### src/rtl/memory_map_bus_access_defines.svh
`ifndef MEMORY_MAP_BUS_ACCESS_DEFINES_SVH
`define MEMORY_MAP_BUS_ACCESS_DEFINES_SVH

// address map of the 24-bit space
`define RAM_LAST 24'h0007FF
`define DBG_FIRST 24'h0007C0
`define P1_FIRST 24'h004000
`define P1_LAST 24'h0043FF
`define P1_BYTE_LAST 24'h00411F
`define P2_FIRST 24'h005000
`define P2_LAST 24'h005FFF
`define P2_BYTE_LAST 24'h0052BF
`define FL_FIRST 24'h008000
`define FL_LAST 24'h00FFFF
`define FLP_FIRST 24'h00FFFC
`define CIO_FIRST 24'hFFFC00

// register byte addresses
`define ID_ADDR 24'hFFFF84
`define CTRL_ADDR 24'hFFFF88
`define STAT_ADDR 24'hFFFF8C

// field positions
`define CTRL_GUARD 0
`define STAT_BUSY 0
`define STAT_REG_LSB 1
`define STAT_REG_MSB 3
`define STAT_CNT_LSB 16
`define HI_LSB 24

`endif

### src/rtl/memory_map_bus_access_pkg.sv
package memory_map_bus_access_pkg;

  typedef enum logic [2:0] {
    REG_NONE = 3'h0,
    REG_RAM = 3'h1,
    REG_DBG = 3'h2,
    REG_P1 = 3'h3,
    REG_P2 = 3'h4,
    REG_FLASH = 3'h5,
    REG_FLPROT = 3'h6,
    REG_CIO = 3'h7
  } region_e;

  typedef enum logic [1:0] {SZ8 = 2'h0, SZ16 = 2'h1, SZ32 = 2'h2} size_e;

  typedef enum logic [1:0] {W8 = 2'h0, W16 = 2'h1, W32 = 2'h2} width_e;

  typedef enum logic {S_IDLE = 1'b0, S_RUN = 1'b1} state_e;

endpackage

### src/rtl/memory_map_bus_access.sv
// How it works
// - read-only 8-bit identity code, writes ignored
// - every bus cycle takes one clock
// - split access by device and access width
// - 32-bit moves zero or drop top byte
// - stack moves keep full 32-bit word
// - peripherals take 8/16/32-bit accesses
// - no fetch overlap on same memory
// - fetch stalls for data cycle count
// - last four flash bytes are protect words
// - 4K peripheral area 2 at 0x5000
// - 1K peripheral area 1 at 0x4000
// - top 1K is core I/O area
// - last 64 RAM bytes are debug RAM
`timescale 1ns/100ps
`default_nettype none
`include "memory_map_bus_access_defines.svh"

module memory_map_bus_access #(
  parameter int ADDR_W = 24,
  // arbitrary neutral identity value
  parameter logic [7:0] ID_CODE = 8'h5A
) (
  input wire logic clock,
  input wire logic reset,
  input wire logic psel,
  input wire logic penable,
  input wire logic pwrite,
  input wire logic [ADDR_W-1:0] paddr,
  input wire logic [31:0] pwdata,
  output logic [31:0] prdata,
  output logic pready,
  output logic pslverr,
  input wire logic dataValid,
  input wire logic [ADDR_W-1:0] dataAddr,
  input wire logic [1:0] dataSize,
  input wire logic dataWrite,
  input wire logic [31:0] dataWdata,
  input wire logic dataStack,
  output logic dataAccept,
  output logic dataDone,
  output logic [31:0] dataRdata,
  input wire logic fetchValid,
  input wire logic [ADDR_W-1:0] fetchAddr,
  output logic fetchReady,
  output logic fetchDone,
  output logic [15:0] fetchRdata,
  output logic dbValid,
  output logic [2:0] dbRegion,
  output logic [ADDR_W-1:0] dbAddr,
  output logic dbWrite,
  output logic [1:0] dbWidth,
  output logic [31:0] dbWdata,
  input wire logic [31:0] dbRdata,
  output logic fbValid,
  output logic [2:0] fbRegion,
  output logic [ADDR_W-1:0] fbAddr,
  input wire logic [15:0] fbRdata
);

  // the decode tables assume a 24-bit space, so any other width is refused
  if (ADDR_W != 24) begin : gBadWidth
    $error("address map needs ADDR_W of 24");
  end

  ////////////////////////////////////////////////////////////////////
  // address decode

  function automatic memory_map_bus_access_pkg::region_e decode(
    input logic [23:0] a);
    if (a <= `RAM_LAST) begin
      decode = (a >= `DBG_FIRST) ? memory_map_bus_access_pkg::REG_DBG :
               memory_map_bus_access_pkg::REG_RAM;
    end else if (a >= `P1_FIRST && a <= `P1_LAST) begin
      decode = memory_map_bus_access_pkg::REG_P1;
    end else if (a >= `P2_FIRST && a <= `P2_LAST) begin
      decode = memory_map_bus_access_pkg::REG_P2;
    end else if (a >= `FL_FIRST && a <= `FL_LAST) begin
      decode = (a >= `FLP_FIRST) ? memory_map_bus_access_pkg::REG_FLPROT :
               memory_map_bus_access_pkg::REG_FLASH;
    end else if (a >= `CIO_FIRST) begin
      decode = memory_map_bus_access_pkg::REG_CIO;
    end else begin
      decode = memory_map_bus_access_pkg::REG_NONE;
    end
  endfunction

  // peripheral sub-ranges pick their own width
  function automatic memory_map_bus_access_pkg::width_e widthOf(
    input memory_map_bus_access_pkg::region_e r, input logic [23:0] a);
    case (r)
      memory_map_bus_access_pkg::REG_FLASH,
      memory_map_bus_access_pkg::REG_FLPROT: widthOf = memory_map_bus_access_pkg::W16;
      memory_map_bus_access_pkg::REG_P1: begin
        widthOf = (a <= `P1_BYTE_LAST) ? memory_map_bus_access_pkg::W8 :
                  memory_map_bus_access_pkg::W16;
      end
      memory_map_bus_access_pkg::REG_P2: begin
        widthOf = (a <= `P2_BYTE_LAST) ? memory_map_bus_access_pkg::W8 :
                  memory_map_bus_access_pkg::W16;
      end
      default: widthOf = memory_map_bus_access_pkg::W32;
    endcase
  endfunction

  function automatic logic [2:0] cyclesOf(input logic [1:0] w, input logic [1:0] s);
    cyclesOf = 3'h1;
    if (w == memory_map_bus_access_pkg::W8) begin
      if (s == memory_map_bus_access_pkg::SZ16) cyclesOf = 3'h2;
      if (s == memory_map_bus_access_pkg::SZ32) cyclesOf = 3'h4;
    end else if (w == memory_map_bus_access_pkg::W16) begin
      if (s == memory_map_bus_access_pkg::SZ32) cyclesOf = 3'h2;
    end
  endfunction

  // flash and RAM are the only memories shared with fetch
  function automatic logic [1:0] memClass(input logic [2:0] r);
    case (r)
      memory_map_bus_access_pkg::REG_FLASH,
      memory_map_bus_access_pkg::REG_FLPROT: memClass = 2'h1;
      memory_map_bus_access_pkg::REG_RAM,
      memory_map_bus_access_pkg::REG_DBG: memClass = 2'h2;
      default: memClass = 2'h0;
    endcase
  endfunction

  ////////////////////////////////////////////////////////////////////
  // data access sequencer

  memory_map_bus_access_pkg::state_e state_r, state_nxt;
  logic [23:0] addr_r, addr_nxt;
  logic [1:0] size_r, size_nxt, width_r, width_nxt;
  logic write_r, write_nxt, stack_r, stack_nxt, ext_r, ext_nxt;
  logic [31:0] wdata_r, wdata_nxt, acc_r, acc_nxt;
  logic [2:0] region_r, region_nxt, total_r, total_nxt, idx_r, idx_nxt;
  logic dataDone_r, dataDone_nxt;
  logic [31:0] dataRdata_r, dataRdata_nxt;
  logic ctrl_r, ctrl_nxt;
  memory_map_bus_access_pkg::region_e inRegion;
  memory_map_bus_access_pkg::width_e inWidth;
  logic [4:0] laneShift;
  logic [31:0] laneMask, sizeMask, outWord, wordOut;
  logic last, take, blocked;

  assign inRegion = decode(dataAddr);
  assign inWidth = widthOf(inRegion, dataAddr);
  assign take = dataValid && dataAccept;
  // debug RAM can be fenced off from application accesses
  assign blocked = ctrl_r && (inRegion == memory_map_bus_access_pkg::REG_DBG);
  assign dataAccept = (state_r == memory_map_bus_access_pkg::S_IDLE);
  assign last = (idx_r == total_r - 3'h1);
  // byte offset of this cycle times eight
  assign laneShift = {idx_r[1:0] << width_r, 3'h0};
  assign laneMask = (width_r == memory_map_bus_access_pkg::W8) ? 32'h000000FF :
                    (width_r == memory_map_bus_access_pkg::W16) ? 32'h0000FFFF : 32'hFFFFFFFF;
  assign sizeMask = (size_r == memory_map_bus_access_pkg::SZ8) ? 32'h000000FF :
                    (size_r == memory_map_bus_access_pkg::SZ16) ? 32'h0000FFFF : 32'hFFFFFFFF;
  assign outWord = stack_r ? wdata_r : {8'h00, wdata_r[`HI_LSB-1:0]};

  assign dbValid = (state_r == memory_map_bus_access_pkg::S_RUN) && ext_r;
  assign dbRegion = region_r;
  assign dbAddr = addr_r + {22'h0, idx_r[1:0] << width_r};
  assign dbWrite = write_r;
  assign dbWidth = width_r;
  assign dbWdata = (outWord >> laneShift) & laneMask;

  // next state of the sequencer; reads are assembled low lane first
  always_comb begin
    state_nxt = state_r;
    addr_nxt = addr_r;
    size_nxt = size_r;
    width_nxt = width_r;
    write_nxt = write_r;
    stack_nxt = stack_r;
    ext_nxt = ext_r;
    wdata_nxt = wdata_r;
    region_nxt = region_r;
    total_nxt = total_r;
    idx_nxt = idx_r;
    acc_nxt = acc_r;
    dataDone_nxt = 1'b0;
    dataRdata_nxt = dataRdata_r;
    wordOut = acc_r;
    case (state_r)
      memory_map_bus_access_pkg::S_IDLE: begin
        if (take) begin
          state_nxt = memory_map_bus_access_pkg::S_RUN;
          addr_nxt = dataAddr;
          size_nxt = dataSize;
          width_nxt = inWidth;
          write_nxt = dataWrite;
          stack_nxt = dataStack;
          wdata_nxt = dataWdata;
          region_nxt = inRegion;
          ext_nxt = !blocked && (inRegion != memory_map_bus_access_pkg::REG_NONE) &&
                    (inRegion != memory_map_bus_access_pkg::REG_CIO);
          total_nxt = ext_nxt ? cyclesOf(inWidth, dataSize) : 3'h1;
          idx_nxt = 3'h0;
          acc_nxt = 32'h0;
        end
      end
      memory_map_bus_access_pkg::S_RUN: begin
        if (ext_r && !write_r) begin
          wordOut = acc_r | ((dbRdata & laneMask) << laneShift);
        end else if (!ext_r && !write_r &&
                     region_r == memory_map_bus_access_pkg::REG_CIO &&
                     addr_r == `ID_ADDR) begin
          wordOut = {24'h0, ID_CODE};
        end
        acc_nxt = wordOut;
        idx_nxt = idx_r + 3'h1;
        if (last) begin
          state_nxt = memory_map_bus_access_pkg::S_IDLE;
          dataDone_nxt = 1'b1;
          dataRdata_nxt = wordOut & sizeMask &
                          (stack_r ? 32'hFFFFFFFF : 32'h00FFFFFF);
        end
      end
      default: state_nxt = memory_map_bus_access_pkg::S_IDLE;
    endcase
  end

  // sequencer registers
  always_ff @(posedge clock or posedge reset) begin
    if (reset) begin
      state_r <= memory_map_bus_access_pkg::S_IDLE;
      addr_r <= 24'h0;
      size_r <= 2'h0;
      width_r <= 2'h0;
      write_r <= 1'b0;
      stack_r <= 1'b0;
      ext_r <= 1'b0;
      wdata_r <= 32'h0;
      region_r <= 3'h0;
      total_r <= 3'h1;
      idx_r <= 3'h0;
      acc_r <= 32'h0;
      dataDone_r <= 1'b0;
      dataRdata_r <= 32'h0;
    end else begin
      state_r <= state_nxt;
      addr_r <= addr_nxt;
      size_r <= size_nxt;
      width_r <= width_nxt;
      write_r <= write_nxt;
      stack_r <= stack_nxt;
      ext_r <= ext_nxt;
      wdata_r <= wdata_nxt;
      region_r <= region_nxt;
      total_r <= total_nxt;
      idx_r <= idx_nxt;
      acc_r <= acc_nxt;
      dataDone_r <= dataDone_nxt;
      dataRdata_r <= dataRdata_nxt;
    end
  end

  assign dataDone = dataDone_r;
  assign dataRdata = dataRdata_r;

  ////////////////////////////////////////////////////////////////////
  // instruction fetch path

  logic conflict, fetchDone_r, fetchDone_nxt;
  logic [15:0] fetchRdata_r, fetchRdata_nxt, stalls_r, stalls_nxt;
  logic [2:0] stallCnt_r, stallCnt_nxt;

  assign fbRegion = decode(fetchAddr);
  assign fbAddr = fetchAddr;
  assign conflict = dbValid && (memClass(region_r) != 2'h0) &&
                    (memClass(region_r) == memClass(fbRegion));
  assign fbValid = fetchValid && !conflict;
  assign fetchReady = fbValid;

  // fetch capture and a stall counter that status shows
  always_comb begin
    fetchDone_nxt = fbValid;
    fetchRdata_nxt = fbValid ? fbRdata : fetchRdata_r;
    stalls_nxt = stalls_r + {15'h0, fetchValid && conflict};
    stallCnt_nxt = conflict ? stallCnt_r + 3'h1 : 3'h0;
  end

  // fetch registers; stall count wraps
  always_ff @(posedge clock or posedge reset) begin
    if (reset) begin
      fetchDone_r <= 1'b0;
      fetchRdata_r <= 16'h0;
      stalls_r <= 16'h0;
      stallCnt_r <= 3'h0;
    end else begin
      fetchDone_r <= fetchDone_nxt;
      fetchRdata_r <= fetchRdata_nxt;
      stalls_r <= stalls_nxt;
      stallCnt_r <= stallCnt_nxt;
    end
  end

  assign fetchDone = fetchDone_r;
  assign fetchRdata = fetchRdata_r;

  ////////////////////////////////////////////////////////////////////
  // APB slave: identity, control, status

  logic [31:0] prdata_r, prdata_nxt, readVal;
  logic hit, setup, access;

  assign setup = psel && !penable;
  assign access = psel && penable;
  assign hit = (paddr == `ID_ADDR) || (paddr == `CTRL_ADDR) || (paddr == `STAT_ADDR);
  // zero-wait slave, so read data is latched in setup
  assign pready = 1'b1;
  assign pslverr = access && !hit;

  // read mux and control write
  always_comb begin
    readVal = 32'h0;
    if (paddr == `ID_ADDR) readVal = {24'h0, ID_CODE};
    if (paddr == `CTRL_ADDR) readVal[`CTRL_GUARD] = ctrl_r;
    if (paddr == `STAT_ADDR) begin
      readVal[`STAT_BUSY] = (state_r == memory_map_bus_access_pkg::S_RUN);
      readVal[`STAT_REG_MSB:`STAT_REG_LSB] = region_r;
      readVal[31:`STAT_CNT_LSB] = stalls_r;
    end
    prdata_nxt = (setup && !pwrite) ? readVal : prdata_r;
    ctrl_nxt = (access && pwrite && paddr == `CTRL_ADDR) ? pwdata[`CTRL_GUARD] : ctrl_r;
  end

  // bus registers
  always_ff @(posedge clock or posedge reset) begin
    if (reset) begin
      prdata_r <= 32'h0;
      ctrl_r <= 1'b0;
    end else begin
      prdata_r <= prdata_nxt;
      ctrl_r <= ctrl_nxt;
    end
  end

  assign prdata = prdata_r;
endmodule

`default_nettype wire

### config.mk
export PLATFORM = sky130hd
export DESIGN_NAME = memory_map_bus_access
export DESIGN_NICKNAME = d
export VERILOG_FILES = /design/src/rtl/memory_map_bus_access_pkg.sv /design/src/rtl/memory_map_bus_access.sv
export VERILOG_INCLUDE_DIRS = /design/src /design/src/rtl
export SDC_FILE = /design/constraint.sdc
export NUM_CORES = 1
export LEC_CHECK = 0
export BUFFER_PORTS_ARGS = -buffer_cell sky130_fd_sc_hd__buf_2
export CORE_MARGIN = 1.5
export CORE_UTILIZATION = 50
export DETAILED_ROUTE_END_ITERATION = 12
export PLACE_DENSITY = 0.81
export RECOVER_POWER = 50
export SLEW_MARGIN = 5
export SYNTH_ARGS = -nofsm -noshare
export SYNTH_HDL_FRONTEND = slang
export SYNTH_SLANG_ARGS = --single-unit
### constraint.sdc
create_clock -name clock -period 13.6 [get_ports clock]
set_input_delay 0.68 -clock clock [delete_from_list [all_inputs] [get_ports clock]]
set_output_delay 0.68 -clock clock [all_outputs]
set_load 0.01 [all_outputs]
Yosys cells after proc, flatten, opt, wreduce, memory -nomap -nowiden

Cells that the tools add are included.

$add $sub $neg: 4
Order comparisons: 22
Equal/unequal tests: 27
Shift-type cells: 3
Multiplexer cells: 47
Bitwise gates (word level): 6
Reductions and logical operators: 46

Operators with widths:

| kind                                                                                   | number |
|---|---|
| 32-bit 2-to-1 mux                                                                      | 10 |
| 24-bit by 15-bit <= comparator with 1-bit output (second input constant)               | 6 |
| 32-bit AND                                                                             | 4 |
| 24-bit == test (second input constant)                                                 | 4 |
| 24-bit by 15-bit greater-or-equal comparator with 1-bit output (second input constant) | 4 |
| 24-bit by 16-bit greater-or-equal comparator with 1-bit output (second input constant) | 4 |
| 32-bit one-hot mux with 2 select lines                                                 | 1 |
| 24-bit by 11-bit greater-or-equal comparator with 1-bit output (second input constant) | 2 |
| 24-bit greater-or-equal comparator (second input constant)                             | 2 |
| 24-bit by 11-bit <= comparator with 1-bit output (second input constant)               | 2 |
| 24-bit by 16-bit <= comparator with 1-bit output (second input constant)               | 2 |
| 3-bit 2-to-1 mux                                                                       | 14 |
| 32-bit bitwise OR                                                                      | 1 |
| 32-bit by 5-bit << shifter with 32-bit output                                          | 1 |
| 32-bit by 5-bit >> shifter with 32-bit output                                          | 1 |
| 1-bit logical AND                                                                      | 25 |
| 24-bit by 2-bit adder with 24-bit output                                               | 1 |
| 3-bit == test (second input constant)                                                  | 8 |
| 16-bit by 1-bit adder with 16-bit output                                               | 1 |
| 16-bit 2-to-1 mux                                                                      | 1 |
| 2-bit 2-to-1 mux                                                                       | 7 |
| 3-bit by 2-bit == test with 1-bit output (second input constant)                       | 4 |
| 2-bit OR reduction                                                                     | 5 |
| 2-bit by 1-bit == test with 1-bit output (second input constant)                       | 4 |
| 23 further kinds                                                                       | 41 |

Register bits: 204
Bits of input ports: 195
Output and inout bits: 177
Word-level logic and storage cells: 174

Depth between registers and ports, before layout

Gate-level depths: netlist of run 1.

Depth after elaboration: 13
Mapped depth: 15
Mapped depth without buffers: 15

Worst setup path before layout of run 1

Ideal clock, no wire load.

Kind: input port to output port
Start: input port fetchAddr[20]
End: output port fetchReady
Data arrival time: 3.297 ns
Data required time: 12.920 ns
Slack: 9.623 ns
Stages: 11
Buffers on the path: 2
Cells stage by stage: nor4_1 > and2_1 > nand2_1 > nor4_1 > o22ai_1 > ha_1 > o211ai_1 > o21ai_0 > mux2i_2 > buf_4 > buf_4

Cells in the longest elaborated chain, start to end: 13
Elaborated cells on any way between the ends: 31
Classes of those cells: order compare: 10; eq/ne: 5; mux: 8; reduce/logical: 8

Ends and longest elaborated chain:

| element                                                              | RTL line                     | text |
|---|---|---|
| start: declaration                                                   | memory_map_bus_access.sv:44  | `input wire logic [ADDR_W-1:0] fetchAddr,` |
| 24-bit greater-or-equal comparator (no line) (tied with other cells) | --                           |  |
| 3-bit 2-to-1 mux (tied with other cells)                             | memory_map_bus_access.sv:81  | `` end else if (a >= `CIO_FIRST) begin `` |
| 3-bit 2-to-1 mux                                                     | memory_map_bus_access.sv:78  | `` end else if (a >= `FL_FIRST && a <= `FL_LAST) begin `` |
| 3-bit 2-to-1 mux                                                     | memory_map_bus_access.sv:76  | `` end else if (a >= `P2_FIRST && a <= `P2_LAST) begin `` |
| 3-bit 2-to-1 mux                                                     | memory_map_bus_access.sv:74  | `` end else if (a >= `P1_FIRST && a <= `P1_LAST) begin `` |
| 3-bit 2-to-1 mux *                                                   | memory_map_bus_access.sv:71  | `` if (a <= `RAM_LAST) begin `` |
| net fbRegion[0]                                                      | memory_map_bus_access.sv:56  | `output logic [2:0] fbRegion,` |
| 3-bit by 1-bit == test with 1-bit output (tied with other cells)     | memory_map_bus_access.sv:118 | `case (r)` |
| 2-bit OR reduction                                                   | memory_map_bus_access.sv:118 |  |
| 2-bit one-hot mux with 2 select lines *                              | memory_map_bus_access.sv:118 |  |
| 2-bit == test *                                                      | memory_map_bus_access.sv:271 | `(memClass(region_r) == memClass(fbRegion));` |
| 1-bit logical AND *                                                  | memory_map_bus_access.sv:270 | `assign conflict = dbValid && (memClass(region_r) != 2'h0) &&` |
| 1-bit logical NOT *                                                  | memory_map_bus_access.sv:272 | `assign fbValid = fetchValid && !conflict;` |
| 1-bit logical AND *                                                  | memory_map_bus_access.sv:272 |  |
| end: declaration                                                     | memory_map_bus_access.sv:45  | `output logic fetchReady,` |

The timed path passes the listed nets; every way through them passes the cells marked *.

==> impl_metrics.json, run 1 <==
{
  "wl_um": 28100,
  "wl_per_cell_um": 16.9,
  "place_area_um2": 11600,
  "seqPwrFrac": 0.437,
  "status": "finished, violations left",
  "drc": 0,
  "fp.dieArea_um2": 20800,
  "multi_input_area_um2": 4610,
  "drt_iter0_drc": 837,
  "row_count": 51,
  "area_delta_synth_final_pct": 20.0,
  "finalMaxSlewViolations": 334,
  "hold_buffers": 0,
  "fmax_ghz": 0.144,
  "ctsResizeCount": 0,
  "cts_root_buffer": "clkbuf_16",
  "dp_slack_ns": 8.65,
  "p_per_area_nw_per_um2": 156,
  "io_pins": 372,
  "grt_pass1_wl_um": 43800,
  "path_class": "in -> async",
  "yosys.area.top_type": "dfrtp_1",
  "p_clk_frac": 0.269,
  "dieHeight_um": 144,
  "num_vias": 9206,
  "synthTopCellsByArea": "dfrtp_1 48%, nand2_1 13%, o21ai_0 4.5%",
  "cts_buffer_depth": 2,
  "synth-main-ff-cell": "dfrtp_1",
  "relSlewSlack": -2.44,
  "drtPass1Iterations": 5,
  "cts.sinks": 193,
  "min_period_ns": 6.93,
  "grt_max_degree": 120,
  "p_int_w": 0.00117,
  "port_buffers": 325,
  "r2r-end": "total_r[2]",
  "clk_pin_slew_ns": 0.08,
  "vias_per_cell": 5.52,
  "cp_max_fo": 119,
  "grtUsageTotal": 0.270,
  "cts_inserted_buffers": 17,
  "ff_latch_area_um2": 4830,
  "antenna_found_initial": 1,
  "dp_hpwl_um": 20300,
  "drive_above_1_share": 0.215,
  "ir_worst_vdd_mv": 0.105,
  "tightestPinTransition_ns": 5.13,
  "timing.max_cap.violations": 5,
  "tns_ns": 0,
  "fin_crit_sh": 0.510,
  "fin_area_um2": 12000,
  "rsz0062_at_grt": "false",
  "yosys_warnings": 0,
  "synth-seq-cells": 193,
  "start_kind": "input pin",
  "hold_path_end": "wdata_r[25]",
  "postRouteAntennaNets": 0,
  "p_switching_w": 0.000698,
  "fin_nets": 1596,
  "final.setup.worst_slack_ns": 6.67,
  "gp_congestion": 0.864,
  "r2r_cells": 6,
  "async_flop_share": 1.00,
  "hold_violations": 0,
  "violations": "max-capacitance violations, max-slew violations",
  "finalSetupViolCount": 0,
  "hold_path_class": "in -> reg",
  "skew_ns": 0.0104,
  "grt_overflow": 0,
  "first_global_vias": 8581,
  "core-area_um2": 19500,
  "syn_avg_cell_area_um2": 8.90,
  "hp-start": "dataWdata[25]",
  "cts_tree": "yes",
  "die_w_um": 144,
  "synth.distinct_cells": 69,
  "worstSkewPairLatency_ns": 0.43,
  "leakage_nw": 5.86,
  "power.share.switching": 0.374,
  "r2r_start": "state_r",
  "netlist_area_um2": 9990,
  "cp_data_arrival_time_ns": 6.60,
  "yosysSeqAreaShare": 0.484,
  "fillers": 1766,
  "min_path_cells": 3,
  "power.total_w": 0.00187,
  "synth-edff-count": 0,
  "synthCells": 1122,
  "initial_core_util": 0.512,
  "reg2reg_slack_ns": 9.04,
  "htree_levels": 4,
  "combPwrFrac": 0.294,
  "critical_path_required_ns": 13.26,
  "end_kind": "asynchronous set/reset pin",
  "synth_top_area_share": 0.481,
  "cts_setup_buffers": 0
}
## cells in the final DEF (no fill, tap or decap), types with 3 or more instances in the layout
master / instances
clkbuf_1: 105
nand2_1: 334
buf_4: 6
nand4b_1: 3
buf_2: 224
a211oi_1: 9
and2_1: 10
a21oi_1: 32
dfrtp_1: 192
and3_1: 24
inv_6: 4
or2_2: 7
o21ai_0: 90
clkbuf_16: 17
o22a_1: 5
ha_1: 10
a21o_1: 10
o31ai_1: 9
nor3_1: 4
nor2b_1: 13
a22o_1: 19
nor2_1: 35
mux2_2: 10
and4_1: 5
xor2_1: 16
inv_1: 16
mux2i_1: 3
mux2_1: 9
nand3_1: 34
a22oi_1: 3
conb_1: 11
or3_1: 4
a32o_1: 5
a31oi_1: 9
nor4_1: 8
xnor2_1: 24
a31o_2: 8
nand4_1: 20
clkinvlp_4: 5
## power by group through the flow
stage,logic [W],registers (W),clock network (W)
2_1_floorplan,0.000355,0.000784,0
3_3_place_gp,0.000542,0.000816,0
3_5_place_dp,0.000552,0.000822,0
4_1_cts,0.000557,0.000812,0.000511
5_1_grt,0.000613,0.000832,0.000534
6_report,0.000549,0.000815,0.000503
## metrics by stage
| step | hold WS [ns] | util | std cells |
|---|---|---|---|
| CTS | 0.417 | 0.621 | 1667 |
| global placement | 0.459 | 0.592 | 1636 |
| floorplan | 0.445 | - | 1131 |
| detailed placement | 0.462 | 0.592 | 1636 |
| global route | 0.420 | 0.614 | 1667 |
| finish | 0.431 | 0.614 | 1669 |
## worst max path at each step
stage / cells past startpoint / slack (ns) / endpoint / startpoint
after floorplan: 1 / 7.67 / acc_r[0] / reset
after global placement: 12 / 8.77 / dbAddr[20] / dbWidth[0]
after detailed placement: 12 / 8.65 / dbAddr[20] / dbWidth[0]
after CTS: 12 / 8.15 / dbAddr[20] / dbWidth[0]
after global routing: 3 / 5.29 / addr_r[14] / reset
final: 3 / 6.67 / dbWrite / reset
## layer usage
layer | wire length, µm | GRT usage | vias up
met5 | 0 | 0 | -
met4 | 493 | 0.0728 | 0
met3 | 2180 | 0.0576 | 43
li1 | - | - | 4329
met2 | 13800 | 0.455 | 386
met1 | 11700 | 0.352 | 4448
## cells in the mapped netlist, types with 8 or more instances
library cell / count
nor2b_1: 14
nor4_1: 8
clkbuf_1: 44
a211oi_1: 9
ha_1: 10
dfrtp_1: 192
xnor2_1: 24
and2_1: 12
a21oi_1: 32
a31oi_1: 9
xor2_1: 16
mux2_1: 9
o21ai_0: 90
inv_1: 17
nor2_1: 35
or2_2: 8
buf_4: 38
mux2_2: 10
nand3_1: 34
a31o_2: 8
a22o_1: 19
o31ai_1: 9
nand4_1: 20
and3_1: 24
nand2_1: 335
a21o_1: 10
## kinds of logic (layout without fill, tap and decap cells)
kind of cell	after synthesis	after routing	synth area share
and+or+nand+nor	520	520	0.236
AOI/OAI and AO/OA	219	219	0.144
DFF	193	193	0.484
buffers and inverters	113	384	0.0590
xor gates and xnor gates	41	41	0.0373
muxes	23	23	0.0258
adders and majority gates	11	11	0.0145
other	2	13	0.000752
## worst max-delay path: stages
cell and delay (ns):
buf_2 0.10, clkinvlp_2 2.83, clkbuf_1 2.86
## flip-flops by register name (all words and copies together), names as in the netlist, 2 cells and up
name / cells
stalls_r: 16
dbRegion: 3
addr_r: 24
prdata: 21
wdata_r: 32
dataRdata: 32
size_r: 2
idx_r: 3
dbWidth: 2
acc_r: 32
total_r: 3
fetchRdata: 16
## final cells by class
class	instances	area share
flip-flops and latches	193	0.403
multi-input cells	825	0.385
clock inverters	14	0.0128
clock buffers	17	0.0355
inverters	18	0.00574
diodes	2	0.000417
well taps	265	0.0277
repair buffers	335	0.130
No activity file was read; power rests on OpenSTA's default activity.
==> run 2: changes to the inputs <==
==> constraint.sdc (replaced) <==
create_clock -name clock -period 7.1 [get_ports clock]
set_input_delay 0.355 -clock clock [delete_from_list [all_inputs] [get_ports clock]]
set_output_delay 0.355 -clock clock [all_outputs]
set_load 0.01 [all_outputs]
==> run 2 against run 1 <==
The flow still finishes with violations (max-capacitance violations, max-slew violations). Final cell count stayed put. Core utilization is 0.24 points higher. Worst hold slack worse by 0.32 ns. Critical path depth is 9 higher. Cell area is 0.40% higher. Power is 94% higher. Setup slack worse by 4.5 ns. Combinational power is 91% higher. Critical path type is now reg -> out. Largest cell class unchanged.
==> impl_metrics.json, run 2 (synthesized netlist as in run 1, its figures left out) <==
{
  "first_global_vias": 8518,
  "ctsResizeCount": 0,
  "hp-start": "dataWdata[20]",
  "ir_worst_vdd_mv": 0.204,
  "cp_data_arrival_time_ns": 4.61,
  "p_per_area_nw_per_um2": 302,
  "status": "finished, violations left",
  "num_vias": 9130,
  "hold_path_class": "in -> reg",
  "path_class": "reg -> out",
  "dieHeight_um": 144,
  "cp_cell_sequence": "nor2_1 > nand2_1 > inv_1 > ha_1 > inv_1 > fa_1 > and3b_1 > and4_1 > nand3_1 > nor3_1 > xor2_1 > buf_2",
  "finalMaxSlewViolations": 294,
  "cpPeakStageDelay_ns": 0.54,
  "dp_slack_ns": 2.68,
  "skew_ns": 0.0143,
  "worstSkewPairLatency_ns": 0.43,
  "initial_core_util": 0.512,
  "multi_input_area_um2": 4610,
  "final_common_cell": "nand2_1",
  "min_period_ns": 4.97,
  "fin_nets": 1595,
  "wl_um": 27700,
  "grtUsageTotal": 0.266,
  "postRouteAntennaNets": 0,
  "cts_tree": "yes",
  "drt_iter0_drc": 609,
  "tightestPinTransition_ns": 5.25,
  "cts_setup_buffers": 0,
  "relSlewSlack": -2.52,
  "crit_slowest_cell": "nor2_1",
  "cts_inserted_buffers": 17,
  "start_kind": "flop",
  "hold_violations": 0,
  "cts_root_buffer": "clkbuf_16",
  "wl_per_cell_um": 16.6,
  "grt_pass1_wl_um": 43000,
  "finalSetupViolCount": 0,
  "rsz0062_at_grt": "false",
  "cp_common_cell": "inv_1",
  "dp.cells": 1635,
  "critical_path_required_ns": 6.74,
  "timing.max_cap.violations": 4,
  "clk_pin_slew_ns": 0.07,
  "tns_ns": 0,
  "final.setup.worst_slack_ns": 2.13,
  "core-area_um2": 19500,
  "ff_latch_area_um2": 4830,
  "drc": 0,
  "leakage_nw": 5.89,
  "fp.dieArea_um2": 20800,
  "grt_overflow": 0,
  "hold_ws_ns": 0.110,
  "vias_per_cell": 5.47,
  "antenna_found_initial": 2,
  "htree_levels": 4,
  "crit_path_start": "dbWidth[0]",
  "cts_buffer_depth": 2,
  "io_pins": 372,
  "die_w_um": 144,
  "port_buffers": 325,
  "area_delta_synth_final_pct": 20.5,
  "violations": "max-capacitance violations, max-slew violations",
  "fmax_ghz": 0.201,
  "r2r_start": "state_r",
  "gp_congestion": 0.873,
  "drive_above_1_share": 0.216,
  "cp_max_fo": 17,
  "hold_buffers": 0,
  "grt_max_degree": 121,
  "fillers": 1763,
  "fin_crit_sh": 0.700,
  "row_count": 51,
  "layoutNonFillerInstCount": 1669,
  "cts.sinks": 193,
  "dp_hpwl_um": 19900,
  "layout_common_cells": "334 x nand2_1, 224 x buf_2, 192 x dfrtp_1",
  "drtPass1Iterations": 6,
  "end_kind": "output port"
}
run 2: area by class of cell:
type | count | area share
diodes | 2 | 0.000416
clock buffers | 20 | 0.0379
clock inverters | 12 | 0.0143
inverters | 18 | 0.00572
multi-input cells | 825 | 0.383
flip-flops and latches | 193 | 0.401
well taps | 265 | 0.0275
repair buffers | 334 | 0.129
run 2: final timing paths:
check                      slack [ns]  cells past startpoint           end
min in group asynchronous        1.55                      2  dataRdata[8]
setup reg to reg                 2.67                      6    total_r[2]
max in group asynchronous        2.19                      3    addr_r[23]
hold reg to reg                  0.48                      2    wdata_r[6]
setup / recovery                 2.13                     12    dbAddr[20]
hold / removal                   0.11                      3   wdata_r[20]
run 2: metal layers:
layer | GRT usage | part of all wire | vias up
met5 | 0 | 0.00036 | -
met4 | 0.0898 | 0.019 | 2
met3 | 0.0556 | 0.074 | 46
met2 | 0.435 | 0.49 | 401
met1 | 0.351 | 0.42 | 4347
li1 | - | - | 4334
run 2: critical path, delay by kind of cell, from the launching register on:
kind | cells | cell delay [ns]
buf+inv | 3 | 0.72
simple gates | 6 | 2.13
xor+xnor | 1 | 0.16
flops | 1 | 0.53
fa+ha+maj | 2 | 0.65
run 2: per-stage QoR:
| step | cell area [µm²] | total power, W | util |
|---|---|---|---|
| floorplan | 10000 | 0.00218 | - |
| global placement | 11500 | 0.00260 | 0.591 |
| detailed placement | 11500 | 0.00263 | 0.591 |
| CTS | 12200 | 0.00366 | 0.624 |
| global route | 12000 | 0.00385 | 0.616 |
| finish | 12000 | 0.00363 | 0.616 |
run 2: where the power goes:
group          switching [W]  internal [W]  leakage [nW]
registers           0.000249       0.00131          2.54
clock network       0.000438      0.000584         0.303
logic               0.000641      0.000409          3.05
total                0.00133       0.00230          5.89
